==> src/core/gbcd_pkg.sv <==
package gbcd_pkg;

  // Primary address width and range
  localparam int          PA_W     = 5;
  localparam logic [4:0]  PA_MAX   = 5'h1F;

  // Multiline command codes, DIO8 is ignored
  localparam logic [6:0]  CMD_GTL  = 7'h01;
  localparam logic [6:0]  CMD_SDC  = 7'h04;
  localparam logic [6:0]  CMD_GET  = 7'h08;
  localparam logic [6:0]  CMD_LLO  = 7'h11;
  localparam logic [6:0]  CMD_DCL  = 7'h14;
  localparam logic [6:0]  CMD_SPE  = 7'h18;
  localparam logic [6:0]  CMD_SPD  = 7'h19;
  localparam logic [6:0]  CMD_UNL  = 7'h3F;
  localparam logic [6:0]  CMD_UNT  = 7'h5F;

  // Address groups
  localparam logic [6:0]  LAG_BASE = 7'h20;
  localparam logic [6:0]  TAG_BASE = 7'h40;
  localparam logic [1:0]  GRP_TAG  = 2'h2;
  localparam logic [1:0]  GRP_SCG  = 2'h3;

  // Status byte bit that reports a pending service request
  localparam int          RQS_BIT  = 6;

  // Synchroniser depth and bus width
  localparam int          SYNC_N   = 2;
  localparam int          DIO_W    = 8;
  localparam int          PINS_W   = 15;

  // Bus lines at their logical (true high) level
  typedef struct packed {
    logic             atn;
    logic             ifc;
    logic             ren;
    logic             eoi;
    logic             dav;
    logic             nrfd;
    logic             ndac;
    logic [DIO_W-1:0] dio;
  } gbcd_pins_t;

  // One accepted byte with the line states sampled at acceptance
  typedef struct packed {
    logic [DIO_W-1:0] data;
    logic             atn;
    logic             eoi;
  } gbcd_byte_t;

  typedef enum logic [1:0] {AH_RDY, AH_HOLD, AH_DONE} gbcd_ah_t;
  typedef enum logic [1:0] {SH_IDLE, SH_SETUP, SH_DAV, SH_REL} gbcd_sh_t;

endpackage

==> src/core/gbcd_decoder.sv <==
`timescale 1ns/1ps
module gbcd_decoder #(
  parameter bit TRIG_UNADDR = 1'b1
) (
  input  wire logic                        clk,
  input  wire logic                        srst,
  input  wire logic                        atn_n,
  input  wire logic                        ifc_n,
  input  wire logic                        ren_n,
  input  wire logic                        eoi_n_i,
  output logic                             eoi_n_o,
  output logic                             eoi_oe,
  input  wire logic                        dav_n_i,
  output logic                             dav_n_o,
  output logic                             dav_oe,
  input  wire logic                        nrfd_n_i,
  output logic                             nrfd_n_o,
  output logic                             nrfd_oe,
  input  wire logic                        ndac_n_i,
  output logic                             ndac_n_o,
  output logic                             ndac_oe,
  input  wire logic [gbcd_pkg::DIO_W-1:0]  dio_n_i,
  output logic      [gbcd_pkg::DIO_W-1:0]  dio_n_o,
  output logic      [gbcd_pkg::DIO_W-1:0]  dio_oe,
  output logic                             srq_n_o,
  output logic                             srq_oe,
  input  wire logic [gbcd_pkg::PA_W-1:0]   prim_addr,
  input  wire logic                        lock_cfg,
  input  wire logic                        local_key,
  input  wire logic                        svc_req,
  input  wire logic [gbcd_pkg::DIO_W-1:0]  status_byte,
  input  wire logic                        tx_valid,
  input  wire logic [gbcd_pkg::DIO_W-1:0]  tx_data,
  input  wire logic                        tx_last,
  output logic                             tx_ready,
  output logic                             rx_valid,
  output logic      [gbcd_pkg::DIO_W-1:0]  rx_data,
  output logic                             rx_end,
  input  wire logic                        rx_ready,
  output logic                             remote,
  output logic                             lockout,
  output logic                             panel_locked,
  output logic                             listener,
  output logic                             talker,
  output logic                             spoll_mode,
  output logic                             dev_clear,
  output logic                             trigger
);
  logic [gbcd_pkg::PINS_W-1:0] pins_s;
  gbcd_pkg::gbcd_pins_t        bus;
  gbcd_pkg::gbcd_byte_t        acc_out;
  logic                        acc_valid;
  logic                        acc_ready;
  logic                        cmd_fire;
  logic [6:0]                  cmd;
  logic [6:0]                  my_lad;
  logic [6:0]                  my_tad;
  logic                        ren_q;
  logic                        svc_q;
  logic                        srq_pend;
  logic                        sb_sent;
  logic                        sb_done;
  logic                        talk_en;
  gbcd_pkg::gbcd_sh_t          sh;
  logic                        sh_sb;
  logic [gbcd_pkg::DIO_W-1:0]  dio_q;
  logic                        eoi_q;
  logic                        next_listener;
  logic                        next_talker;
  logic                        next_remote;
  logic                        next_lockout;
  logic                        next_spoll;
  logic                        next_ren_q;
  logic                        next_svc_q;
  logic                        next_srq_pend;
  logic                        next_sb_sent;
  logic                        next_dev_clear;
  logic                        next_trigger;
  gbcd_pkg::gbcd_sh_t          next_sh;
  logic                        next_sh_sb;
  logic [gbcd_pkg::DIO_W-1:0]  next_dio_q;
  logic                        next_eoi_q;

  // ATN, IFC and REN are inputs only; this end never drives them
  gbcd_sync #(.W(gbcd_pkg::PINS_W)) i_gbcd_sync (
    .clk  (clk),
    .srst (srst),
    .d    ({atn_n, ifc_n, ren_n, eoi_n_i, dav_n_i, nrfd_n_i, ndac_n_i,
            dio_n_i}),
    .q    (pins_s)
  );

  // Low level is true on every line
  assign bus = gbcd_pkg::gbcd_pins_t'(~pins_s);

  // Commands are always taken at once so the controller never stalls
  assign acc_ready = acc_out.atn | rx_ready;

  gbcd_acceptor i_gbcd_acceptor (
    .clk       (clk),
    .srst      (srst),
    .bus       (bus),
    .active    (bus.atn | listener),
    .nrfd_oe   (nrfd_oe),
    .ndac_oe   (ndac_oe),
    .out_valid (acc_valid),
    .out       (acc_out),
    .out_ready (acc_ready)
  );

  // Open-drain: a line is pulled low only by its enable
  assign nrfd_n_o = 1'b0;
  assign ndac_n_o = 1'b0;
  assign dav_n_o  = 1'b0;
  assign eoi_n_o  = 1'b0;
  assign srq_n_o  = 1'b0;
  assign dio_n_o  = '0;
  assign srq_oe   = srq_pend;

  // Data bytes pass to the parser
  assign rx_valid = acc_valid & ~acc_out.atn;
  assign rx_data  = acc_out.data;
  assign rx_end   = acc_out.eoi;

  assign cmd_fire = acc_valid & acc_out.atn;
  assign cmd      = acc_out.data[6:0];
  assign my_lad   = gbcd_pkg::LAG_BASE | {2'h0, prim_addr};
  assign my_tad   = gbcd_pkg::TAG_BASE | {2'h0, prim_addr};

  // Lockout only freezes the panel while remote
  assign panel_locked = remote & (lockout | lock_cfg);
  assign talk_en      = talker & ~bus.atn;
  assign tx_ready     = (sh == gbcd_pkg::SH_IDLE) & talk_en & ~spoll_mode;
  assign sb_done      = (sh == gbcd_pkg::SH_REL) & sh_sb;

  always_comb begin
    next_listener  = listener;
    next_talker    = talker;
    next_remote    = remote;
    next_lockout   = lockout;
    next_spoll     = spoll_mode;
    next_sb_sent   = sb_sent;
    next_srq_pend  = srq_pend;
    next_dev_clear = 1'b0;
    next_trigger   = 1'b0;
    next_ren_q     = bus.ren;
    next_svc_q     = svc_req;
    if (bus.ren && !ren_q) next_remote = 1'b1;
    if (local_key && !lockout) next_remote = 1'b0;
    if (cmd_fire) begin
      // UNL first: it must win if address 31 is ever configured
      if (cmd == gbcd_pkg::CMD_UNL) begin
        next_listener = 1'b0;
      end else if (cmd == my_lad) begin
        next_listener = 1'b1;
        if (bus.ren) next_remote = 1'b1;
      end else if (cmd == gbcd_pkg::CMD_UNT) begin
        next_talker = 1'b0;
      end else if (cmd == my_tad) begin
        next_talker  = 1'b1;
        next_sb_sent = 1'b0;
      end else if (cmd[6:5] == gbcd_pkg::GRP_TAG) begin
        next_talker = 1'b0;
      end else if (cmd[6:5] == gbcd_pkg::GRP_SCG) begin
        next_talker = talker;
      end else if (cmd == gbcd_pkg::CMD_LLO) begin
        next_lockout = 1'b1;
      end else if (cmd == gbcd_pkg::CMD_DCL) begin
        next_dev_clear = 1'b1;
      end else if (cmd == gbcd_pkg::CMD_SPE) begin
        next_spoll = 1'b1;
      end else if (cmd == gbcd_pkg::CMD_SPD) begin
        next_spoll = 1'b0;
      end else if (listener) begin
        // SDC and GTL act only once our listen address came
        if (cmd == gbcd_pkg::CMD_SDC) next_dev_clear = 1'b1;
        if (cmd == gbcd_pkg::CMD_GTL) next_remote = 1'b0;
      end
      if (cmd == gbcd_pkg::CMD_GET && (listener || TRIG_UNADDR)) begin
        next_trigger = 1'b1;
      end
    end
    if (sb_done) begin
      next_sb_sent  = 1'b1;
      next_srq_pend = 1'b0;
    end
    // A new request in the clearing cycle is kept
    if (svc_req && !svc_q) next_srq_pend = 1'b1;
    if (!bus.ren) begin
      next_remote  = 1'b0;
      next_lockout = 1'b0;
    end
    if (bus.ifc) begin
      next_listener = 1'b0;
      next_talker   = 1'b0;
    end
  end

  always_ff @(posedge clk) begin
    if (srst) begin
      listener   <= 1'b0;
      talker     <= 1'b0;
      remote     <= 1'b0;
      lockout    <= 1'b0;
      spoll_mode <= 1'b0;
      sb_sent    <= 1'b0;
      srq_pend   <= 1'b0;
      dev_clear  <= 1'b0;
      trigger    <= 1'b0;
      ren_q      <= 1'b0;
      svc_q      <= 1'b0;
    end else begin
      listener   <= next_listener;
      talker     <= next_talker;
      remote     <= next_remote;
      lockout    <= next_lockout;
      spoll_mode <= next_spoll;
      sb_sent    <= next_sb_sent;
      srq_pend   <= next_srq_pend;
      dev_clear  <= next_dev_clear;
      trigger    <= next_trigger;
      ren_q      <= next_ren_q;
      svc_q      <= next_svc_q;
    end
  end

  // Source handshake; ATN aborts any byte in flight
  always_comb begin
    next_sh    = sh;
    next_sh_sb = sh_sb;
    next_dio_q = dio_q;
    next_eoi_q = eoi_q;
    unique case (sh)
      gbcd_pkg::SH_IDLE: begin
        if (talk_en && spoll_mode && !sb_sent) begin
          next_dio_q = status_byte;
          next_dio_q[gbcd_pkg::RQS_BIT] = srq_pend;
          next_eoi_q = 1'b0;
          next_sh_sb = 1'b1;
          next_sh    = gbcd_pkg::SH_SETUP;
        end else if (tx_ready && tx_valid) begin
          next_dio_q = tx_data;
          next_eoi_q = tx_last;
          next_sh_sb = 1'b0;
          next_sh    = gbcd_pkg::SH_SETUP;
        end
      end
      gbcd_pkg::SH_SETUP: begin
        if (!talk_en) next_sh = gbcd_pkg::SH_IDLE;
        else if (!bus.nrfd && bus.ndac) next_sh = gbcd_pkg::SH_DAV;
      end
      gbcd_pkg::SH_DAV: begin
        if (!talk_en) next_sh = gbcd_pkg::SH_IDLE;
        else if (!bus.ndac) next_sh = gbcd_pkg::SH_REL;
      end
      gbcd_pkg::SH_REL: next_sh = gbcd_pkg::SH_IDLE;
    endcase
  end

  always_ff @(posedge clk) begin
    if (srst) begin
      sh     <= gbcd_pkg::SH_IDLE;
      sh_sb  <= 1'b0;
      dio_q  <= '0;
      eoi_q  <= 1'b0;
      dio_oe <= '0;
      dav_oe <= 1'b0;
      eoi_oe <= 1'b0;
    end else begin
      sh     <= next_sh;
      sh_sb  <= next_sh_sb;
      dio_q  <= next_dio_q;
      eoi_q  <= next_eoi_q;
      dio_oe <= (next_sh == gbcd_pkg::SH_SETUP || next_sh == gbcd_pkg::SH_DAV)
                ? next_dio_q : '0;
      dav_oe <= (next_sh == gbcd_pkg::SH_DAV);
      eoi_oe <= (next_sh == gbcd_pkg::SH_SETUP || next_sh == gbcd_pkg::SH_DAV)
                & next_eoi_q;
    end
  end
endmodule // gbcd_decoder

==> src/core/gbcd_sync.sv <==
`timescale 1ns/1ps
module gbcd_sync #(
  parameter int W = 1
) (
  input  wire logic         clk,
  input  wire logic         srst,
  input  wire logic [W-1:0] d,
  output logic      [W-1:0] q
);
  // Pins idle high (false); reset to that level
  logic [W-1:0] meta;

  always_ff @(posedge clk) begin
    if (srst) begin
      meta <= '1;
      q    <= '1;
    end else begin
      meta <= d;
      q    <= meta;
    end
  end
endmodule // gbcd_sync

==> src/core/gbcd_acceptor.sv <==
`timescale 1ns/1ps
module gbcd_acceptor (
  input  wire logic                clk,
  input  wire logic                srst,
  input  wire gbcd_pkg::gbcd_pins_t bus,
  input  wire logic                active,
  output logic                     nrfd_oe,
  output logic                     ndac_oe,
  output logic                     out_valid,
  output gbcd_pkg::gbcd_byte_t     out,
  input  wire logic                out_ready
);
  gbcd_pkg::gbcd_ah_t   st;
  gbcd_pkg::gbcd_ah_t   next_st;
  gbcd_pkg::gbcd_byte_t next_out;
  logic                 next_nrfd_oe;
  logic                 next_ndac_oe;

  assign out_valid = (st == gbcd_pkg::AH_HOLD);

  always_comb begin
    next_st  = st;
    next_out = out;
    unique case (st)
      gbcd_pkg::AH_RDY: begin
        if (active && bus.dav) begin
          // ATN is caught with the byte itself
          next_out = '{data: bus.dio, atn: bus.atn, eoi: bus.eoi};
          next_st  = gbcd_pkg::AH_HOLD;
        end
      end
      gbcd_pkg::AH_HOLD: begin
        // NDAC stays low until the byte is taken
        if (out_ready) next_st = gbcd_pkg::AH_DONE;
      end
      gbcd_pkg::AH_DONE: begin
        if (!bus.dav) next_st = gbcd_pkg::AH_RDY;
      end
    endcase
    // Idle acceptors let others run the handshake
    next_nrfd_oe = (next_st != gbcd_pkg::AH_RDY);
    next_ndac_oe = (next_st == gbcd_pkg::AH_HOLD)
                 || (next_st == gbcd_pkg::AH_RDY && active);
  end

  always_ff @(posedge clk) begin
    if (srst) begin
      st      <= gbcd_pkg::AH_RDY;
      out     <= '0;
      nrfd_oe <= 1'b0;
      ndac_oe <= 1'b0;
    end else begin
      st      <= next_st;
      out     <= next_out;
      nrfd_oe <= next_nrfd_oe;
      ndac_oe <= next_ndac_oe;
    end
  end
endmodule // gbcd_acceptor

==> config.mk <==
export PLATFORM = sky130hd
export DESIGN_NAME = gbcd_decoder
export DESIGN_NICKNAME = d
export VERILOG_FILES = /design/src/core/gbcd_pkg.sv /design/src/core/gbcd_decoder.sv /design/src/core/gbcd_sync.sv /design/src/core/gbcd_acceptor.sv
export SDC_FILE = /design/constraint.sdc
export NUM_CORES = 1
export LEC_CHECK = 0
export BUFFER_PORTS_ARGS = -buffer_cell sky130_fd_sc_hd__clkbuf_2
export CAP_MARGIN = 10
export CORE_UTILIZATION = 43
export DETAILED_ROUTE_END_ITERATION = 10
export GPL_ROUTABILITY_DRIVEN = 0
export PLACE_DENSITY = 0.69
export REMOVE_ABC_BUFFERS = 1
export SKIP_LAST_GASP = 1
export SYNTH_ARGS = -nofsm -noshare
export SYNTH_HDL_FRONTEND = slang
export SYNTH_HIERARCHICAL = 1
export SYNTH_SLANG_ARGS = --single-unit
export TNS_END_PERCENT = 20
==> constraint.sdc <==
create_clock -name clk -period 4.8 [get_ports clk]
set_input_delay 0 -clock clk [delete_from_list [all_inputs] [get_ports clk]]
set_output_delay 0 -clock clk [all_outputs]
set_load 0.005 [all_outputs]
# Word-level counts from Yosys, hierarchy flattened
# Index checks and enable logic that the tools add are counted.
totals:
  out_inout_bits: 45
  regBits: 77
  wordCells: 170
  in_bits: 44
classes:
  bitwise: 26
  eq_ne: 24
  n_reduce_logical: 39
  mux: 55
op_table:
  columns: ["operator", "count"]
  rows:
  - ["$mux W1", 41]
  - ["$eq A7 B5 Y1 const B", 4]
  - ["$mux W8", 3]
  - ["$mux W2", 9]
  - ["$not A15 Y15", 1]
  - ["$not A1 Y1", 14]
  - ["$reduce_bool A2 Y1", 7]
  - ["$eq A2 B2 Y1 const B", 6]
  - ["$reduce_and A10 Y1", 1]
  - ["$logic_and A1 B1 Y1", 9]
  - ["$reduce_or A9 Y1", 1]
  - ["$and A1 B1 Y1", 8]
  - ["$eq A2 B1 Y1 const B", 4]
  - ["$pmux W2 S4", 1]
  - ["$reduce_and A8 Y1", 1]
  - ["$reduce_or A2 Y1", 4]
  - ["$eq A7 B1 Y1 const B", 1]
  - ["$eq A7 B3 Y1 const B", 1]
  - ["$eq A7 B4 Y1 const B", 1]
  - ["$eq A7 B6 Y1", 1]
  - ["$eq A7 B6 Y1 const B", 1]
  - ["$eq A7 B7 Y1", 1]
  - ["$eq A7 B7 Y1 const B", 1]
  - ["$logic_not A2 Y1", 3]
  - ["9 further kinds", 20]

# Longest topological paths before layout
depth:
  ltp_word: 17
  mapped_depth: 7
  depth_no_buf: 6

# Modules after synthesis
# Netlist, hierarchy kept.
by_module_without_submodules:
  columns: ["mod", "cells_per_inst", "seq_area_each_um2", "instances", "area_per_inst_um2"]
  rows:
  - ["gbcd_decoder", 186, 660.6, 1, 1586.5]
  - ["gbcd_sync", 63, 600.6, 1, 803.3]
  - ["gbcd_acceptor", 69, 280.3, 1, 580.6]

# Worst setup path before layout
# OpenSTA, ideal clock, no wires.
synth_timing:
  path_kind: "register -> register"
  from: "register sh[0]"
  to: "register dio_oe[0] in the netlist's numbering"
  path_buffers: 2
  stages_incl_launch_ff: 8
  period_less_slack_ns: 1.876
  setup_ns: 0.132
  setup_slack_ns: 2.924
  t_required_ns: 4.668
  arrival_ns: 1.745
  path_cell_list: "dfxtp_1 nor4bb_4 nand3b_1 buf_6 o211a_1 ha_1 buf_1 nor3_1"
synth_via:
  elab_chain_cells: 11
  elab_cells_between_ends: 22
  cone_classes: "5 x eq/ne; 10 x mux; 3 x bitwise; 4 x reduce/logical"
synth_rtl:
  columns: ["item", "line", "rtl"]
  rows:
  - ["start, declared", "gbcd_decoder.sv:64", "gbcd_pkg::gbcd_sh_t sh;"]
  - ["start signal, assigned", "gbcd_decoder.sv:262", "sh <= gbcd_pkg::SH_IDLE;"]
  - ["start signal, assigned", "gbcd_decoder.sv:270", "sh <= next_sh;"]
  - ["$logic_not A2 Y1", "gbcd_decoder.sv:133, gbcd_decoder.sv:233", null]
  - ["$and A1 B1 Y1 (2 in a row)", "gbcd_decoder.sv:133", "assign tx_ready = (sh == gbcd_pkg::SH_IDLE) & talk_en & ~spoll_mode;"]
  - ["$logic_and A1 B1 Y1", "gbcd_decoder.sv:241", "end else if (tx_ready && tx_valid) begin"]
  - ["$mux W2", "gbcd_decoder.sv:241", null]
  - ["$mux W2", "gbcd_decoder.sv:235", "if (talk_en && spoll_mode && !sb_sent) begin"]
  - ["$pmux W2 S4", "gbcd_decoder.sv:233", "unique case (sh)"]
  - ["$eq A2 B1 Y1 / $eq A2 B2 Y1 (equally long branches)", "gbcd_decoder.sv:274", "dio_oe <= (next_sh == gbcd_pkg::SH_SETUP || next_sh == gbcd_pkg::SH_DAV)"]
  - ["$logic_or A1 B1 Y1", "gbcd_decoder.sv:274", null]
  - ["$not A1 Y1 (no line)", null, null]
  - ["$reduce_or A2 Y1 (no line)", null, null]
  - ["end signal, assigned", "gbcd_decoder.sv:274", null]
  - ["end, declared", "gbcd_decoder.sv:24", "output logic [gbcd_pkg::DIO_W-1:0] dio_oe,"]
# Several ways; a longest one is shown, not always the timed one.
# A chain may end at the register's enable or synchronous reset.

# Final worst setup path
layout_timing:
  from: "register i_gbcd_sync.q[14]"
  to: "register dio_oe[7] in the netlist's numbering"
layout_via:
  elab_chain_cells: 13
  elab_cells_between_ends: 21
  cone_classes: "2 x eq/ne; 8 x mux; 6 x bitwise; 5 x reduce/logical"
layout_rtl:
  columns: ["item", "line", "rtl"]
  rows:
  - ["start, declared", "gbcd_sync.sv:8", "output logic [W-1:0] q"]
  - ["start signal, assigned", "gbcd_sync.sv:19", "q <= meta;"]
  - ["$not A15 Y15 *", "gbcd_decoder.sv:94", "assign bus = gbcd_pkg::gbcd_pins_t'(~pins_s);"]
  - ["$not A1 Y1 *", "gbcd_decoder.sv:132", "assign talk_en = talker & ~bus.atn;"]
  - ["$and A1 B1 Y1 *", "gbcd_decoder.sv:132", null]
  - ["$and A1 B1 Y1 (2 in a row)", "gbcd_decoder.sv:133", null]
  - ["$logic_and A1 B1 Y1", "gbcd_decoder.sv:241", null]
  - ["$mux W2", "gbcd_decoder.sv:241", null]
  - ["$mux W2", "gbcd_decoder.sv:235", null]
  - ["$pmux W2 S4", "gbcd_decoder.sv:233", null]
  - ["$eq A2 B1 Y1 / $eq A2 B2 Y1 (equally long branches)", "gbcd_decoder.sv:274", null]
  - ["$logic_or A1 B1 Y1", "gbcd_decoder.sv:274", null]
  - ["$not A1 Y1 (no line)", null, null]
  - ["$reduce_or A2 Y1 (no line)", null, null]
# Every way passes the cells marked *; elsewhere a longest branch is shown, timed or not.

==> implementation parameters <==
Parameter                              Value

Global route
  GR Overflow Total ... 0
  Global-route wire length before repair ... roughly 9400 µm
  Pin count of the biggest net entering global routing ... 42
  Number of antenna violations at the first check in global routing ... 0
  Number of global-route vias before repair ... 2,131
  Total Routing Usage GR ... 16.6%

Pwr
  Power per standard cell area ... 347 nW/µm²
  Total power consumption of the routed design ... roughly 1.3 mW
  Static leakage power ... 1.68 nW
  Max VDD drop ... approximately 0.20 mV

Synthesis
  Total standard cell area after synthesis ... approximately 3000 µm²
  Cells after synthesis ... roughly 320
  Warning count from the yosys run ... 6
  Synth Area per Inst ... 9.39 µm²

Placed design
  HPWL Detailed ... 3970 µm
  Placed cell count ... 454
  Count of port buffers added during placement ... 74

Cells and area
  Non-filler instance count after layout ... 490
  Area of all sequential standard cells ... between 1500 and 2000 µm²
  Area growth syn-to-layout ... 27.0%
  NumNets Final ... between 400 and 500
  Area taken by multi-input logic gates ... approximately 1200 µm²
  Antenna diodes ... 0
  Number of fillers in the final layout ... around 580
  Share of cells above drive strength 1 ... 24.2%
  Final standard cell utilization of the core ... slightly below 60%

Clock network
  Clock tree root buffer cell ... sky130_fd_sc_hd__clkbuf_8
  Hold Buf Count CTS ... 20
  H-Tree Level Count ... 3
  Clock tree sinks ... a little under 80
  Gates resized, CTS repair ... 0
  Clk slew on worst S/H paths ... 0.07 ns
  Post-CTS Setup Inserts ... 0
  Source-to-sink clock delay at the later pin of the worst-skew pair ... between 0.3 and 0.4 ns
  CTS tree ... yes
  Maximum clock path buffer count ... 2
  Clock buffers created by TritonCTS ... 9

Setup path
  Start-to-end type of the worst setup path ... reg2reg
  Arrival time of the worst setup path ... around 2.5 ns
  Type of element capturing the critical path ... flop
  Crit path launch ... i_gbcd_sync/q[14]$_SDFF_PP1_
  Critical register-to-register path startpoint ... i_gbcd_sync/q[14]$_SDFF_PP1_
  Data required, critical path ... ~5.1 ns
  Max Fanout on Critical Path ... 11
  Crit path launch type ... flop

Floorplan
  Initial Util ... about 46%
  Die area ... between 7000 and 8000 µm²
  Die Wd ... ~85 µm
  Std-Cell Core Area ... 6490 µm²
  Die Ht ... roughly 85 µm
  I/O pin count ... roughly 90
  Cell Rows ... 29

Detailed routing
  Routed vias/inst ... 4.82
  Number of nets with antenna violations after detailed routing ... 0
  Post-route DRC ... 7
  Detailed Routing Iterations Pass 1 ... 7
  Drt wl/cell ... ~12 µm
  Total detailed-routing wirelength ... around 5700 µm
  Starting DRC count in detailed routing ... 90
  Number of vias in the routed layout ... between 2,000 and 2,500

Min path
  HP Start ... status_byte[5]
  Type of the tightest min-delay check ... in2reg

Timing
  Fin crit share ... between 40 and 50%
  Setup violations, final ... 0
  Tightest Pin Transition ... 0.739 ns
  Final hold violations ... 0
  Min Tclk post-route ... 2.21 ns
  Clock Skews ... 0.00672 ns
  Max-slew headroom ... 50.7%
  Max-slew violation count ... 0
  Final TNS setup ... 0 ns
  Setup repair after global routing missed its margin ... false
  Max Freq ... roughly 0.45 GHz

Job
  Count of max-cap constraint violations ... 0

Status
  Violated checks ... DRC
  Status ... complete, but fails checks
## placed cells by master, fill, tap and decap left out, drive strengths merged, types with 3 or more instances in the layout
master,count
dfxtp,77
a31oi,3
nor2,19
dlygate4sd3,20
ha,4
conb,13
nand3,5
nand2,26
inv,19
and2,3
nand2b,3
and3,4
nor3,22
a21oi,19
clkbuf,84
bufinv,3
nor2b,10
o221ai,8
xor2,6
nor4,3
or2,32
## sequential cells by signal (all words and copies together), names as in the netlist, 2 cells and up
signal               count
i_gbcd_acceptor/st       2
dio_oe                   8
i_gbcd_acceptor/out     10
i_gbcd_sync/meta        15
sh                       2
i_gbcd_sync/q           15
dio_q                    8
## routing by layer
metal | up-vias | GRT usage (%) | share of wire [%]
li1 | 1223 | - | -
met1 | 1051 | 19.6 | 47
met2 | 75 | 28.2 | 46
met3 | 11 | 4.47 | 4.6
met4 | 0 | 7.86 | 1.9
met5 | - | 0 | 0
## critical path: stages (launching register included)
cell                       delay (ns)
sky130_fd_sc_hd__dfxtp_1         0.40
sky130_fd_sc_hd__nor4bb_4        0.41
sky130_fd_sc_hd__nand3b_1        0.38
sky130_fd_sc_hd__o211a_1         0.28
sky130_fd_sc_hd__ha_1            0.44
sky130_fd_sc_hd__nor3_1          0.22
## worst paths after layout
| kind | endpoint | slack (ns) | depth (start not counted) |
|---|---|---|---|
| max reg2reg | dio_oe[7]$_SDFF_PP0_ | 2.59 | 5 |
| max | dio_oe[7]$_SDFF_PP0_ | 2.59 | 5 |
| min reg2reg | i_gbcd_sync/q[11]$_SDFF_PP1_ | 0.40 | 1 |
| min | dio_q[5]$_SDFF_PP0_ | 0.01 | 3 |
## power by group
group          internal [mW]  leakage (nW)  total, mW  switching, mW
clock                  0.358         0.119      0.584          0.226
sequential             0.652         0.628      0.656        0.00415
combinational         0.0354         0.931     0.0642         0.0288
## final cells by class
class                           count  share of cell area, %
Sequential cell                    77                   41.0
Multi-Input combinational cell    205                   32.4
Timing Repair Buffer               95                   15.4
Clock buffer                       10                   3.66
Clock inverter                      6                   2.93
Tap cell                           77                   2.56
Inverter                           20                   2.00
## stage by stage
stage	cell area, µm²	hold slack (ns)	setup slack [ns]
after floorplan	2840	0.0624	2.95
after global placement	3310	0.176	2.66
after detailed placement	3310	0.179	2.59
after CTS	3760	0.00462	2.56
after global routing	3760	0.00698	2.40
final	3760	0.0136	2.59
No activity file was read; power rests on OpenSTA's default activity.
